File: src/hw/soc_pkg.sv
package soc_pkg;

  // Host bus geometry
  localparam int unsigned ADDR_W = 8;
  localparam int unsigned DATA_W = 8;

  // Register byte addresses
  localparam logic [7:0] OFS_SYNTH_INDEX     = 8'h4a;
  localparam logic [7:0] OFS_FREQ_LOW        = 8'h4b;
  localparam logic [7:0] OFS_FREQ_MID        = 8'h4c;
  localparam logic [7:0] OFS_FREQ_HIGH       = 8'h4d;
  localparam logic [7:0] OFS_SKEW_LOW        = 8'h4e;
  localparam logic [7:0] OFS_SKEW_HIGH       = 8'h4f;
  localparam logic [7:0] OFS_LEVEL_SELECT    = 8'h50;
  localparam logic [7:0] OFS_OUT_ONE_SOURCE  = 8'h51;
  localparam logic [7:0] OFS_OUT_TWO_SOURCE  = 8'h52;
  localparam logic [7:0] OFS_OUT_THREE_SOURCE = 8'h53;

  // Synthesizer index codes
  localparam int unsigned IDX_W      = 4;
  localparam int unsigned NUM_SYNTH  = 10;
  localparam logic [3:0]  IDX_FRAME  = 4'h0;
  localparam logic [3:0]  IDX_GEN_ONE = 4'h1;
  localparam logic [3:0]  IDX_AUX    = 4'h9;
  localparam logic [3:0]  IDX_RESET  = 4'h0;

  // Word widths and byte fields
  localparam int unsigned FREQ_W        = 18;
  localparam int unsigned SKEW_W        = 12;
  localparam int unsigned FREQ_HIGH_W   = 2;
  localparam int unsigned SKEW_HIGH_W   = 4;
  localparam int unsigned SEL_W         = 2;
  localparam int unsigned LEVEL_W       = 2;
  localparam int unsigned LEVEL_ONE_BIT = 0;
  localparam int unsigned LEVEL_TWO_BIT = 1;

  // Frequency unit and supported range, in kHz
  localparam int unsigned FREQ_UNIT_KHZ  = 1;
  localparam int unsigned FREQ_MIN_KHZ   = 1000;
  localparam int unsigned FREQ_MAX_KHZ   = 156250;
  localparam int unsigned FRAME_FAST_KHZ = 8;
  localparam int unsigned FRAME_SLOW_KHZ = 2;

  // Skew step is 3.125/128 ns; range -50 ns to 49.976 ns
  localparam real SKEW_STEP_NS = 3.125 / 128.0;

  // Reset frequency words per index; the frame entry is fixed, not a word
  typedef logic [17:0] soc_freq_t;
  localparam soc_freq_t FREQ_RST [0:9] = '{
    18'h00000, 18'h25f80, 18'h1e848, 18'h04bf0, 18'h097e0,
    18'h00800, 18'h061a8, 18'h0c350, 18'h00608, 18'h00800
  };
  localparam logic [11:0] SKEW_RST  = 12'h000;
  localparam logic [1:0]  LEVEL_RST = 2'h0;
  localparam logic [1:0]  SEL_RST   = 2'h0;

  // Output source select codes
  localparam logic [1:0] SRC_TRI   = 2'h0;
  localparam logic [1:0] SRC_GEN   = 2'h1;
  localparam logic [1:0] SRC_FRAME = 2'h2;
  localparam logic [1:0] SRC_AUX   = 2'h3;

  // Frame multiplexer field codes; output three owns bits 1..0
  localparam logic [1:0]  FMUX_COMPOSITE = 2'h0;
  localparam logic [1:0]  FMUX_PULSE_8K  = 2'h1;
  localparam logic [1:0]  FMUX_PULSE_2K  = 2'h2;
  localparam logic [1:0]  FMUX_GROUND    = 2'h3;
  localparam int unsigned FMUX_FIELD_W   = 2;
  localparam int unsigned FMUX_OUT3_LSB  = 0;

  // Source pin vector positions
  localparam int unsigned SRC_NUM      = 7;
  localparam int unsigned PIN_GEN_ONE  = 0;
  localparam int unsigned PIN_GEN_TWO  = 1;
  localparam int unsigned PIN_GEN_THR  = 2;
  localparam int unsigned PIN_AUX      = 3;
  localparam int unsigned PIN_COMP     = 4;
  localparam int unsigned PIN_F8K      = 5;
  localparam int unsigned PIN_F2K      = 6;

endpackage : soc_pkg

File: src/hw/soc_out_route.sv
`timescale 1ns/100ps
module soc_out_route #(
  parameter bit FRAME_CAPABLE = 1'b0
) (
  input  wire logic                     core_clk,
  input  wire logic                     nrst,
  input  wire logic [soc_pkg::SEL_W-1:0] src_sel,
  input  wire logic [1:0]               frame_sel,
  input  wire logic                     gen_src,
  input  wire logic                     aux_src,
  input  wire logic                     frame_comp,
  input  wire logic                     frame_8k,
  input  wire logic                     frame_2k,
  output logic                          out_clk,
  output logic                          out_oe
);
  import soc_pkg::*;

  logic next_out;
  logic next_oe;

  // Source choice per select code; undriven codes tri-state
  always_comb begin
    next_out = 1'b0;
    next_oe  = 1'b0;
    case (src_sel)
      SRC_GEN: begin
        next_out = gen_src;
        next_oe  = 1'b1;
      end
      SRC_FRAME: begin
        if (FRAME_CAPABLE) begin
          next_oe = 1'b1;
          case (frame_sel)
            FMUX_COMPOSITE: next_out = frame_comp;
            FMUX_PULSE_8K:  next_out = frame_8k;
            FMUX_PULSE_2K:  next_out = frame_2k;
            default:        next_out = 1'b0;
          endcase
        end
      end
      SRC_AUX: begin
        if (FRAME_CAPABLE) begin
          next_out = aux_src;
          next_oe  = 1'b1;
        end
      end
      default: begin
        next_out = 1'b0;
        next_oe  = 1'b0;
      end
    endcase
  end

  // Output pair leaves straight from flip-flops
  always_ff @(posedge core_clk or negedge nrst) begin
    if (!nrst) begin
      out_clk <= 1'b0;
      out_oe  <= 1'b0;
    end else begin
      out_clk <= next_out;
      out_oe  <= next_oe;
    end
  end

endmodule : soc_out_route

File: src/hw/soc_synth_bank.sv
`timescale 1ns/100ps
module soc_synth_bank (
  input  wire logic                                       core_clk,
  input  wire logic                                       nrst,
  input  wire logic [soc_pkg::IDX_W-1:0]                  sel,
  input  wire logic                                       freq_we,
  input  wire logic [soc_pkg::FREQ_W-1:0]                 freq_wdata,
  input  wire logic                                       skew_we,
  input  wire logic [soc_pkg::SKEW_W-1:0]                 skew_wdata,
  output logic      [soc_pkg::FREQ_W-1:0]                 rd_freq,
  output logic      [soc_pkg::SKEW_W-1:0]                 rd_skew,
  output logic      [soc_pkg::NUM_SYNTH-1:0][soc_pkg::FREQ_W-1:0] all_freq,
  output logic      [soc_pkg::NUM_SYNTH-1:0][soc_pkg::SKEW_W-1:0] all_skew
);
  import soc_pkg::*;

  logic [FREQ_W-1:0] freq      [0:NUM_SYNTH-1];
  logic [FREQ_W-1:0] next_freq [0:NUM_SYNTH-1];
  logic [SKEW_W-1:0] skew      [0:NUM_SYNTH-1];
  logic [SKEW_W-1:0] next_skew [0:NUM_SYNTH-1];
  logic              sel_ok;

  // Index codes 10 to 15 select no entry
  assign sel_ok = (sel < IDX_W'(NUM_SYNTH));

  // Whole words replace the indexed entry in one edge
  always_comb begin
    next_freq = freq;
    next_skew = skew;
    if (freq_we && sel_ok) begin
      next_freq[sel] = freq_wdata;
    end
    if (skew_we && sel_ok) begin
      next_skew[sel] = skew_wdata;
    end
  end

  // Per synthesizer defaults at reset
  always_ff @(posedge core_clk or negedge nrst) begin
    if (!nrst) begin
      for (int i = 0; i < NUM_SYNTH; i++) begin
        freq[i] <= FREQ_RST[i];
        skew[i] <= SKEW_RST;
      end
    end else begin
      freq <= next_freq;
      skew <= next_skew;
    end
  end

  // Indexed read-back and flat view for the synthesizer core
  always_comb begin
    rd_freq = sel_ok ? freq[sel] : '0;
    rd_skew = sel_ok ? skew[sel] : '0;
    for (int i = 0; i < NUM_SYNTH; i++) begin
      all_freq[i] = freq[i];
      all_skew[i] = skew[i];
    end
  end

endmodule : soc_synth_bank

File: src/hw/soc_synth_output_config.sv
// Overview of operation
// - Four-bit index selects frame, general or auxiliary
// - Outputs take matching general or shared synthesizers
// - Eighteen-bit frequency word over three bytes
// - Frequency word counts kilohertz, one to 156.25 MHz
// - Frame synthesizer frequency writes are ignored
// - Each synthesizer resets to its own frequency
// - Twelve-bit skew word over two bytes
// - Skew is two's complement in fine steps
// - All skew words reset to zero
// - Frame synthesizer skew stays programmable
// - Level bits pick LVPECL or LVDS
// - Output one routes general one on code 1
// - Output two routes general two on code 1
// - Output three: tri, general, frame, auxiliary
// - Frame field picks composite, 8k or 2k pulse
// - Output three alone owns a two-bit frame field
`timescale 1ns/100ps
module soc_synth_output_config (
  input  wire logic                                      core_clk,
  input  wire logic                                      nrst,
  input  wire logic [soc_pkg::ADDR_W-1:0]                reg_addr,
  input  wire logic [soc_pkg::DATA_W-1:0]                reg_wdata,
  input  wire logic                                      reg_wr,
  input  wire logic                                      reg_rd,
  output logic      [soc_pkg::DATA_W-1:0]                reg_rdata,
  input  wire logic [1:0]                                frame_mux_out3,
  input  wire logic                                      general_synth_one,
  input  wire logic                                      general_synth_two,
  input  wire logic                                      general_synth_three,
  input  wire logic                                      aux_path_synth,
  input  wire logic                                      frame_composite,
  input  wire logic                                      frame_pulse_8khz,
  input  wire logic                                      frame_pulse_2khz,
  output logic                                           out_clock_one,
  output logic                                           out_clock_one_oe,
  output logic                                           out_clock_two,
  output logic                                           out_clock_two_oe,
  output logic                                           out_clock_three,
  output logic                                           out_clock_three_oe,
  output logic                                           out_one_lvds,
  output logic                                           out_two_lvds,
  output logic [soc_pkg::NUM_SYNTH-1:0][soc_pkg::FREQ_W-1:0] synth_freq_word,
  output logic [soc_pkg::NUM_SYNTH-1:0][soc_pkg::SKEW_W-1:0] synth_skew_word
);
  import soc_pkg::*;

  // Register state
  logic [IDX_W-1:0]   idx;
  logic [IDX_W-1:0]   next_idx;
  logic [7:0]         freq_stage_low;
  logic [7:0]         next_freq_stage_low;
  logic [7:0]         freq_stage_mid;
  logic [7:0]         next_freq_stage_mid;
  logic [7:0]         skew_stage_low;
  logic [7:0]         next_skew_stage_low;
  logic [LEVEL_W-1:0] level;
  logic [LEVEL_W-1:0] next_level;
  logic [SEL_W-1:0]   sel_one;
  logic [SEL_W-1:0]   next_sel_one;
  logic [SEL_W-1:0]   sel_two;
  logic [SEL_W-1:0]   next_sel_two;
  logic [SEL_W-1:0]   sel_three;
  logic [SEL_W-1:0]   next_sel_three;
  logic [DATA_W-1:0]  rdata;
  logic [DATA_W-1:0]  next_rdata;

  // Bank handshake
  logic               freq_we;
  logic [FREQ_W-1:0]  freq_wdata;
  logic               skew_we;
  logic [SKEW_W-1:0]  skew_wdata;
  logic [FREQ_W-1:0]  bank_rd_freq;
  logic [SKEW_W-1:0]  bank_rd_skew;

  // Source pin synchronisers
  logic [SRC_NUM-1:0] src_pins;
  logic [SRC_NUM-1:0] src_meta;
  logic [SRC_NUM-1:0] src_sync;

  assign src_pins[PIN_GEN_ONE] = general_synth_one;
  assign src_pins[PIN_GEN_TWO] = general_synth_two;
  assign src_pins[PIN_GEN_THR] = general_synth_three;
  assign src_pins[PIN_AUX]     = aux_path_synth;
  assign src_pins[PIN_COMP]    = frame_composite;
  assign src_pins[PIN_F8K]     = frame_pulse_8khz;
  assign src_pins[PIN_F2K]     = frame_pulse_2khz;

  // Two-flop capture of the asynchronous synthesizer signals
  always_ff @(posedge core_clk or negedge nrst) begin
    if (!nrst) begin
      src_meta <= '0;
      src_sync <= '0;
    end else begin
      src_meta <= src_pins;
      src_sync <= src_meta;
    end
  end

  // Word commits; a word lands only on its top byte write
  always_comb begin
    freq_wdata = {reg_wdata[FREQ_HIGH_W-1:0], freq_stage_mid, freq_stage_low};
    skew_wdata = {reg_wdata[SKEW_HIGH_W-1:0], skew_stage_low};
    // Frequency word is taken as kilohertz; range is software's duty
    freq_we = reg_wr && (reg_addr == OFS_FREQ_HIGH) && (idx != IDX_FRAME);
    // Skew for every index, frame one included
    skew_we = reg_wr && (reg_addr == OFS_SKEW_HIGH);
  end

  // Register writes
  always_comb begin
    next_idx            = idx;
    next_freq_stage_low = freq_stage_low;
    next_freq_stage_mid = freq_stage_mid;
    next_skew_stage_low = skew_stage_low;
    next_level          = level;
    next_sel_one        = sel_one;
    next_sel_two        = sel_two;
    next_sel_three      = sel_three;
    if (reg_wr) begin
      case (reg_addr)
        OFS_SYNTH_INDEX:      next_idx            = reg_wdata[IDX_W-1:0];
        OFS_FREQ_LOW:         next_freq_stage_low = reg_wdata;
        OFS_FREQ_MID:         next_freq_stage_mid = reg_wdata;
        OFS_SKEW_LOW:         next_skew_stage_low = reg_wdata;
        OFS_LEVEL_SELECT:     next_level          = reg_wdata[LEVEL_W-1:0];
        OFS_OUT_ONE_SOURCE:   next_sel_one        = reg_wdata[SEL_W-1:0];
        OFS_OUT_TWO_SOURCE:   next_sel_two        = reg_wdata[SEL_W-1:0];
        OFS_OUT_THREE_SOURCE: next_sel_three      = reg_wdata[SEL_W-1:0];
        default:              next_idx            = idx;
      endcase
    end
  end

  // Read data; words come from the bank entry at the current index
  always_comb begin
    next_rdata = rdata;
    if (reg_rd) begin
      case (reg_addr)
        OFS_SYNTH_INDEX:      next_rdata = {4'h0, idx};
        OFS_FREQ_LOW:         next_rdata = bank_rd_freq[7:0];
        OFS_FREQ_MID:         next_rdata = bank_rd_freq[15:8];
        OFS_FREQ_HIGH:        next_rdata = {6'h00, bank_rd_freq[17:16]};
        OFS_SKEW_LOW:         next_rdata = bank_rd_skew[7:0];
        OFS_SKEW_HIGH:        next_rdata = {4'h0, bank_rd_skew[11:8]};
        OFS_LEVEL_SELECT:     next_rdata = {6'h00, level};
        OFS_OUT_ONE_SOURCE:   next_rdata = {6'h00, sel_one};
        OFS_OUT_TWO_SOURCE:   next_rdata = {6'h00, sel_two};
        OFS_OUT_THREE_SOURCE: next_rdata = {6'h00, sel_three};
        default:              next_rdata = 8'h00;
      endcase
    end
  end

  // Control registers
  always_ff @(posedge core_clk or negedge nrst) begin
    if (!nrst) begin
      idx            <= IDX_RESET;
      freq_stage_low <= 8'h00;
      freq_stage_mid <= 8'h00;
      skew_stage_low <= 8'h00;
      level          <= LEVEL_RST;
      sel_one        <= SEL_RST;
      sel_two        <= SEL_RST;
      sel_three      <= SEL_RST;
      rdata          <= 8'h00;
    end else begin
      idx            <= next_idx;
      freq_stage_low <= next_freq_stage_low;
      freq_stage_mid <= next_freq_stage_mid;
      skew_stage_low <= next_skew_stage_low;
      level          <= next_level;
      sel_one        <= next_sel_one;
      sel_two        <= next_sel_two;
      sel_three      <= next_sel_three;
      rdata          <= next_rdata;
    end
  end

  // Read data and level bits leave straight from registers
  assign reg_rdata    = rdata;
  assign out_one_lvds = level[LEVEL_ONE_BIT];
  assign out_two_lvds = level[LEVEL_TWO_BIT];

  // Per synthesizer frequency and skew store
  soc_synth_bank u_bank (
    .core_clk   (core_clk),
    .nrst       (nrst),
    .sel        (idx),
    .freq_we    (freq_we),
    .freq_wdata (freq_wdata),
    .skew_we    (skew_we),
    .skew_wdata (skew_wdata),
    .rd_freq    (bank_rd_freq),
    .rd_skew    (bank_rd_skew),
    .all_freq   (synth_freq_word),
    .all_skew   (synth_skew_word)
  );

  // Output one: general one or tri-state
  soc_out_route #(.FRAME_CAPABLE(1'b0)) u_route_one (
    .core_clk   (core_clk),
    .nrst       (nrst),
    .src_sel    (sel_one),
    .frame_sel  (FMUX_COMPOSITE),
    .gen_src    (src_sync[PIN_GEN_ONE]),
    .aux_src    (1'b0),
    .frame_comp (1'b0),
    .frame_8k   (1'b0),
    .frame_2k   (1'b0),
    .out_clk    (out_clock_one),
    .out_oe     (out_clock_one_oe)
  );

  // Output two: general two or tri-state
  soc_out_route #(.FRAME_CAPABLE(1'b0)) u_route_two (
    .core_clk   (core_clk),
    .nrst       (nrst),
    .src_sel    (sel_two),
    .frame_sel  (FMUX_COMPOSITE),
    .gen_src    (src_sync[PIN_GEN_TWO]),
    .aux_src    (1'b0),
    .frame_comp (1'b0),
    .frame_8k   (1'b0),
    .frame_2k   (1'b0),
    .out_clk    (out_clock_two),
    .out_oe     (out_clock_two_oe)
  );

  // Output three: full four-way choice with frame field
  soc_out_route #(.FRAME_CAPABLE(1'b1)) u_route_three (
    .core_clk   (core_clk),
    .nrst       (nrst),
    .src_sel    (sel_three),
    .frame_sel  (frame_mux_out3),
    .gen_src    (src_sync[PIN_GEN_THR]),
    .aux_src    (src_sync[PIN_AUX]),
    .frame_comp (src_sync[PIN_COMP]),
    .frame_8k   (src_sync[PIN_F8K]),
    .frame_2k   (src_sync[PIN_F2K]),
    .out_clk    (out_clock_three),
    .out_oe     (out_clock_three_oe)
  );
endmodule : soc_synth_output_config

File: config.mk
export PLATFORM = sky130hd
export DESIGN_NAME = soc_synth_output_config
export DESIGN_NICKNAME = d
export VERILOG_FILES = /design/src/hw/soc_pkg.sv /design/src/hw/soc_out_route.sv /design/src/hw/soc_synth_bank.sv /design/src/hw/soc_synth_output_config.sv
export SDC_FILE = /design/constraint.sdc
export NUM_CORES = 1
export LEC_CHECK = 0
export CORE_ASPECT_RATIO = 0.8
export CORE_MARGIN = 5
export CORE_UTILIZATION = 49
export DETAILED_ROUTE_END_ITERATION = 6
export DONT_BUFFER_PORTS = 1
export PLACE_DENSITY = 0.63
export SLEW_MARGIN = 40
export SYNTH_ARGS = -nofsm -noshare
export SYNTH_HDL_FRONTEND = slang
export SYNTH_HIERARCHICAL = 1
export SYNTH_SLANG_ARGS = --single-unit
File: constraint.sdc
create_clock -name core_clk -period 2.64 [get_ports core_clk]
set_clock_uncertainty 0.15 [all_clocks]
set_input_delay 0 -clock core_clk [delete_from_list [all_inputs] [get_ports core_clk]]
set_output_delay 0 -clock core_clk [all_outputs]
set_load 0.05 [all_outputs]
Yosys cells after proc, flatten, opt, wreduce, memory -nomap -nowiden
Index checks and enable logic that the tools add are counted.
{"block": "totals", "register_bits": 364, "inputBits": 29, "wordCells": 97}
{"block": "classes", "magnitude_cmp": 3, "n_eq_ne": 17, "mux": 22, "bitwise_logic": 1, "reduce_logical": 17}
{"cell": "180-bit bitwise mux", "n": 1}
{"cell": "120-bit bitwise mux", "n": 1}
{"cell": "8-bit by 7-bit equality test with 1-bit output, second input constant", "n": 10}
{"cell": "8-bit one-hot mux with 10 select lines", "n": 1}
{"cell": "18-bit binary-select mux with 4-bit select", "n": 1}
{"cell": "18-bit demux with 4-bit select", "n": 1}
{"cell": "18-bit 2-to-1 mux", "n": 4}
{"cell": "12-bit binary-select mux with 4-bit select", "n": 1}
{"cell": "12-bit demux with 4-bit select", "n": 1}
{"cell": "12-bit 2-to-1 mux", "n": 4}
{"cell": "2-bit AND reduction", "n": 8}
{"cell": "2-bit by 1-bit equality test with 1-bit output, second input constant", "n": 4}
{"cell": "2-bit equality test, second input constant", "n": 3}
{"cell": "1-bit logical AND", "n": 6}
{"cell": "1-bit one-hot mux with 3 select lines", "n": 2}
{"cell": "5-bit greater-or-equal comparator, second input constant", "n": 1}
{"cell": "5-bit by 1-bit < comparator with 1-bit output, second input constant", "n": 1}
{"cell": "1-bit 2-to-1 mux", "n": 5}
{"cell": "4-bit inverter with 5-bit output", "n": 1}
{"cell": "4-bit < comparator, second input constant", "n": 1}
{"cell": "4-bit nonzero test", "n": 1}
{"cell": "3-bit OR reduction", "n": 1}
{"cell": "2-bit zero test", "n": 1}

Depth between registers and ports, before layout
{"block": "depth", "depth_word": 6, "depth_mapped": 11}

Modules after synthesis
Netlist, hierarchy kept.
{"module": "soc_synth_bank", "instances": 1, "cells_each": 901, "area_each_um2": 13764.5}
{"module": "soc_synth_output_config", "instances": 1, "cells_each": 184, "area_each_um2": 2518.7}
{"module": "soc_out_route (u_route_one ...)", "instances": 2, "cells_each": 4, "area_each_um2": 65.1}
{"module": "soc_out_route (u_route_three)", "instances": 1, "cells_each": 10, "area_each_um2": 110.1}

Least setup slack after synthesis
Ideal clock, no wire load.
{"block": "synth_timing", "path_kind": "reg2reg", "from": "register idx[1]", "to": "register rdata[0] (netlist: reg_rdata[0])", "setup_ns": 0.158, "t_arrival_ns": 2.376, "setup_slack_ns": -0.044, "path_stages_with_launch": 8, "period_less_slack_ns": 2.684, "path_cell_list": "dfrtp_1 -> buf_2 -> clkbuf_1 -> mux4_2 -> a221o_1 -> mux4_2 -> a22oi_1 -> a22oi_1"}
{"block": "synth_between", "elab_chain_cells": 6, "word_cells_on_any_way": 11, "cone_classes": "order compare: 1; mux: 9; bitwise: 1"}
{"element": "from (decl)", "line": "soc_synth_output_config.sv:49", "rtl": "logic [IDX_W-1:0] idx;"}
{"element": "from (signal assigned)", "line": "soc_synth_output_config.sv:168", "rtl": "idx <= next_idx;"}
{"element": "4-bit inverter with 5-bit output (not written as such)", "line": "soc_synth_bank.sv:54", "rtl": "rd_skew = sel_ok ? skew[sel] : '0;"}
{"element": "12-bit binary-select mux with 4-bit select", "line": "soc_synth_bank.sv:54"}
{"element": "12-bit 2-to-1 mux (not written as such) (2 in series)", "line": "soc_synth_bank.sv:54"}
{"element": "12-bit 2-to-1 mux *", "line": "soc_synth_bank.sv:54"}
{"element": "net bank_rd_skew[8]", "line": "soc_synth_output_config.sv:74", "rtl": "logic [SKEW_W-1:0] bank_rd_skew;"}
{"element": "8-bit one-hot mux with 10 select lines *", "line": "soc_synth_output_config.sv:139", "rtl": "case (reg_addr)"}
{"element": "to (signal assigned)", "line": "soc_synth_output_config.sv:176", "rtl": "rdata <= next_rdata;"}
{"element": "to (decl)", "line": "soc_synth_output_config.sv:65", "rtl": "logic [DATA_W-1:0] rdata;"}
Mark *: on every way through the listed nets, which the timed path passes. The rest lies on a longest branch. The select of a mux whose other input is x is not followed.
A chain may end at the register's enable or synchronous reset.

Final worst setup path
{"block": "layout_timing", "from": "register idx[1]", "to": "register rdata[0] (netlist: reg_rdata[0])"}
{"block": "layout_between", "elab_chain_cells": 6, "word_cells_on_any_way": 11, "cone_classes": "order compare: 1; mux: 9; bitwise: 1"}
{"element": "4-bit inverter with 5-bit output (not written as such)", "line": "soc_synth_bank.sv:53", "rtl": "rd_freq = sel_ok ? freq[sel] : '0;"}
{"element": "18-bit binary-select mux with 4-bit select", "line": "soc_synth_bank.sv:53"}
{"element": "18-bit 2-to-1 mux (not written as such) (2 in series)", "line": "soc_synth_bank.sv:53"}
{"element": "18-bit 2-to-1 mux *", "line": "soc_synth_bank.sv:53"}
{"element": "net bank_rd_freq[8]", "line": "soc_synth_output_config.sv:73", "rtl": "logic [FREQ_W-1:0] bank_rd_freq;"}
{"element": "8-bit one-hot mux with 10 select lines *", "line": "soc_synth_output_config.sv:139"}
Marked as above.

==> impl_metrics.ini <==
[outcome]
status = finished, violations left
failing_checks = hold timing, setup timing

[worst_setup_path]
setup.worst_path.start_class = flop
worst-path-max-fanout = 10
timing.rr.end = reg_rdata[0]
arrival_ns = 2.89
crit_path_end_kind = flop
worst-endpoint-required_ns = 2.86
r2r-start = idx[1]
timing_worst_setup_path_type = reg2reg
regToRegSetupSlack_ns = -0.03
worstSetupStartpoint = idx[1]
timing.reg2reg.worst_path_depth = 6

[clocking]
cts.clk_slew.worst_paths_ns = 0.06
level_count_of_the_clock_h_tree = 2
clock-sinks = 364
cts-root-to-sink-buffers = 3
tritoncts = yes
number_of_buffers_created_by_cts = 38
clk_latency_ns = 0.53
clockRootBuffer = clkbuf_16

[placed_design]
dpl_worst_slack_ns = -0.07717
finalWeightedCongestion = 0.8266
io_buffers = 0
post-dp-hpwl_mm = 36.37

[die]
io_pins = 345
starting_density = 0.4934
die-width_um = 215.3
fp.dieH_um = 174.2
design.die.area_mm2 = 0.03751
fp-row-count = 60
core_region_area_mm2 = 0.03348

[drt]
avgRoutedWirePerCell_um = 29.73
drt_first_pass_iters = 5
drcViolationCount = 0
route.vias.total = 10750
vias_per_cell = 5.956
final_antenna_net_count = 0
route.final.wire_length_mm = 53.67
detailedRoute.firstIterationViolations = 973

[sta]
report.final.hold_viol_count = 368
timing.final.setup_violations = 2
fin_crit_sh = 1.011
final.min_clock_period_ns = 2.669
finalHoldWorstSlack_ns = -0.9821
relSlewSlack = 0.00008971
finalWorstSetupSlack_ns = -0.02894
rsz0062_at_grt = true
timing.final.max_slew_violations = 0
max_fclk_mhz = 374.7
worst_pin_slew_ns = 1.500

[layout]
finish.net_count = 1370
layout_common_cells = 351 x mux2_2, 314 x dfrtp_1, 209 x buf_4, 68 x mux2i_1, 48 x dfstp_2
layout.cells.most_common = mux2_2
final_layout_size_suffix_gt1_frac = 0.5702
multiInputGateArea_mm2 = 0.006932
syn_to_final_growth_pct = 24.56
nFillCells = 2633
sequential_cell_area_mm2 = 0.009174

[synth]
synthesis.area_per_instance_um2 = 14.99
netlist_area_mm2 = 0.01652
netlist_instances = 1102
net_count_after_synthesis = 1131
yosysWarnings = 6

[power_and_ir_drop]
power_density_mw_per_mm2 = 576.0
internal_power_uw = 9220
sequentialPowerShare = 0.486
power_switching_uw = 2633
finalPower_uw = 11850
sw_frac_of_total = 0.2221
power.ir.vdd_worst_v = 0.0004693
static-leakage-power_uw = 0.01033
p_clk_frac = 0.464
comb_power_share = 0.050

[grt]
wire_length_of_the_first_global_routing_pass_mm = 79.23
globalRoute.totalOverflow = 0
grt_max_degree = 365
grt_pass1_vias = 11180
grt_antenna_before_repair = 4
grt_usage = 0.2806

[hold_path]
hold_path_class = in2async

[flow_run]
maxCapViolations = 0
worst max-delay path by stage:
| stage | cells after the start | slack (ns) | to |
|---|---|---|---|
| after floorplan | 7 | 0.01 | reg_rdata[0] |
| after global placement | 6 | -0.05 | reg_rdata[1] |
| after detailed placement | 6 | -0.08 | reg_rdata[0] |
| after CTS | 6 | -0.02 | reg_rdata[0] |
| after global routing | 6 | -0.09 | reg_rdata[1] |
| final | 6 | -0.03 | reg_rdata[0] |
state kept, by name, indices dropped and copies added, names as in the netlist, 7 cells and up:
register / cells
u_bank/all_skew: 120
skew_stage_low: 8
reg_rdata: 8
freq_stage_low: 8
src_sync: 7
src_meta: 7
u_bank/all_freq: 180
freq_stage_mid: 8
layout make-up:
type                            instances  share of cell area
Multi-Input combinational cell        640              0.3369
Sequential cell                       364              0.4458
Clock buffer                           62             0.05856
Timing Repair Buffer                  289              0.1268
Clock inverter                          5            0.003770
Antenna cell                            3           0.0003648
Inverter                                8            0.001459
Tap cell                              434             0.02639
metrics by stage:
stage,area (µm²),instances,TNS [ns],util
after CTS,20320,1792,-0.06756,0.6070
after detailed placement,18480,1673,-0.8729,0.5518
after global routing,20570,1804,-4.782,0.6145
final,20580,1805,-0.03079,0.6146
after global placement,18480,1673,-0.09589,0.5518
after floorplan,16530,1102,0,-
power by group through the flow:
stage / clock (µW) / sequential (µW) / combinational (µW)
2_1_floorplan: 0 / 5810 / 337
3_3_place_gp: 0 / 5850 / 445
3_5_place_dp: 0 / 5850 / 451
4_1_cts: 5620 / 5750 / 574
5_1_grt: 5870 / 5760 / 624
6_report: 5500 / 5760 / 598
timing repair:
action | in CTS | in global routing
gates resized for setup | 3 | 40
hold endpoints to repair | 476 | 378
pin swaps | 4 | 5
gates cloned | 1 | 3
setup endpoints to repair | 81 | 170
buffers inserted | 6 | 4
hold buffers | 45 | 4
critical path, cell delays in order (launching register included):
cell,delay [ns]
dfrtp_2,0.53
buf_4,0.32
mux4_2,0.35
a221o_1,0.41
mux4_2,0.46
a22oi_1,0.20
a22oi_1,0.08
routing by layer:
| layer | GRT usage | vias up | part of all wire |
|---|---|---|---|
| li1 | - | 4590 | - |
| met1 | 0.3925 | 5679 | 0.43 |
| met2 | 0.4250 | 394 | 0.45 |
| met3 | 0.09786 | 85 | 0.091 |
| met4 | 0.06772 | 2 | 0.023 |
| met5 | 0 | - | 0.00019 |
(Power assumes the default switching activity.)
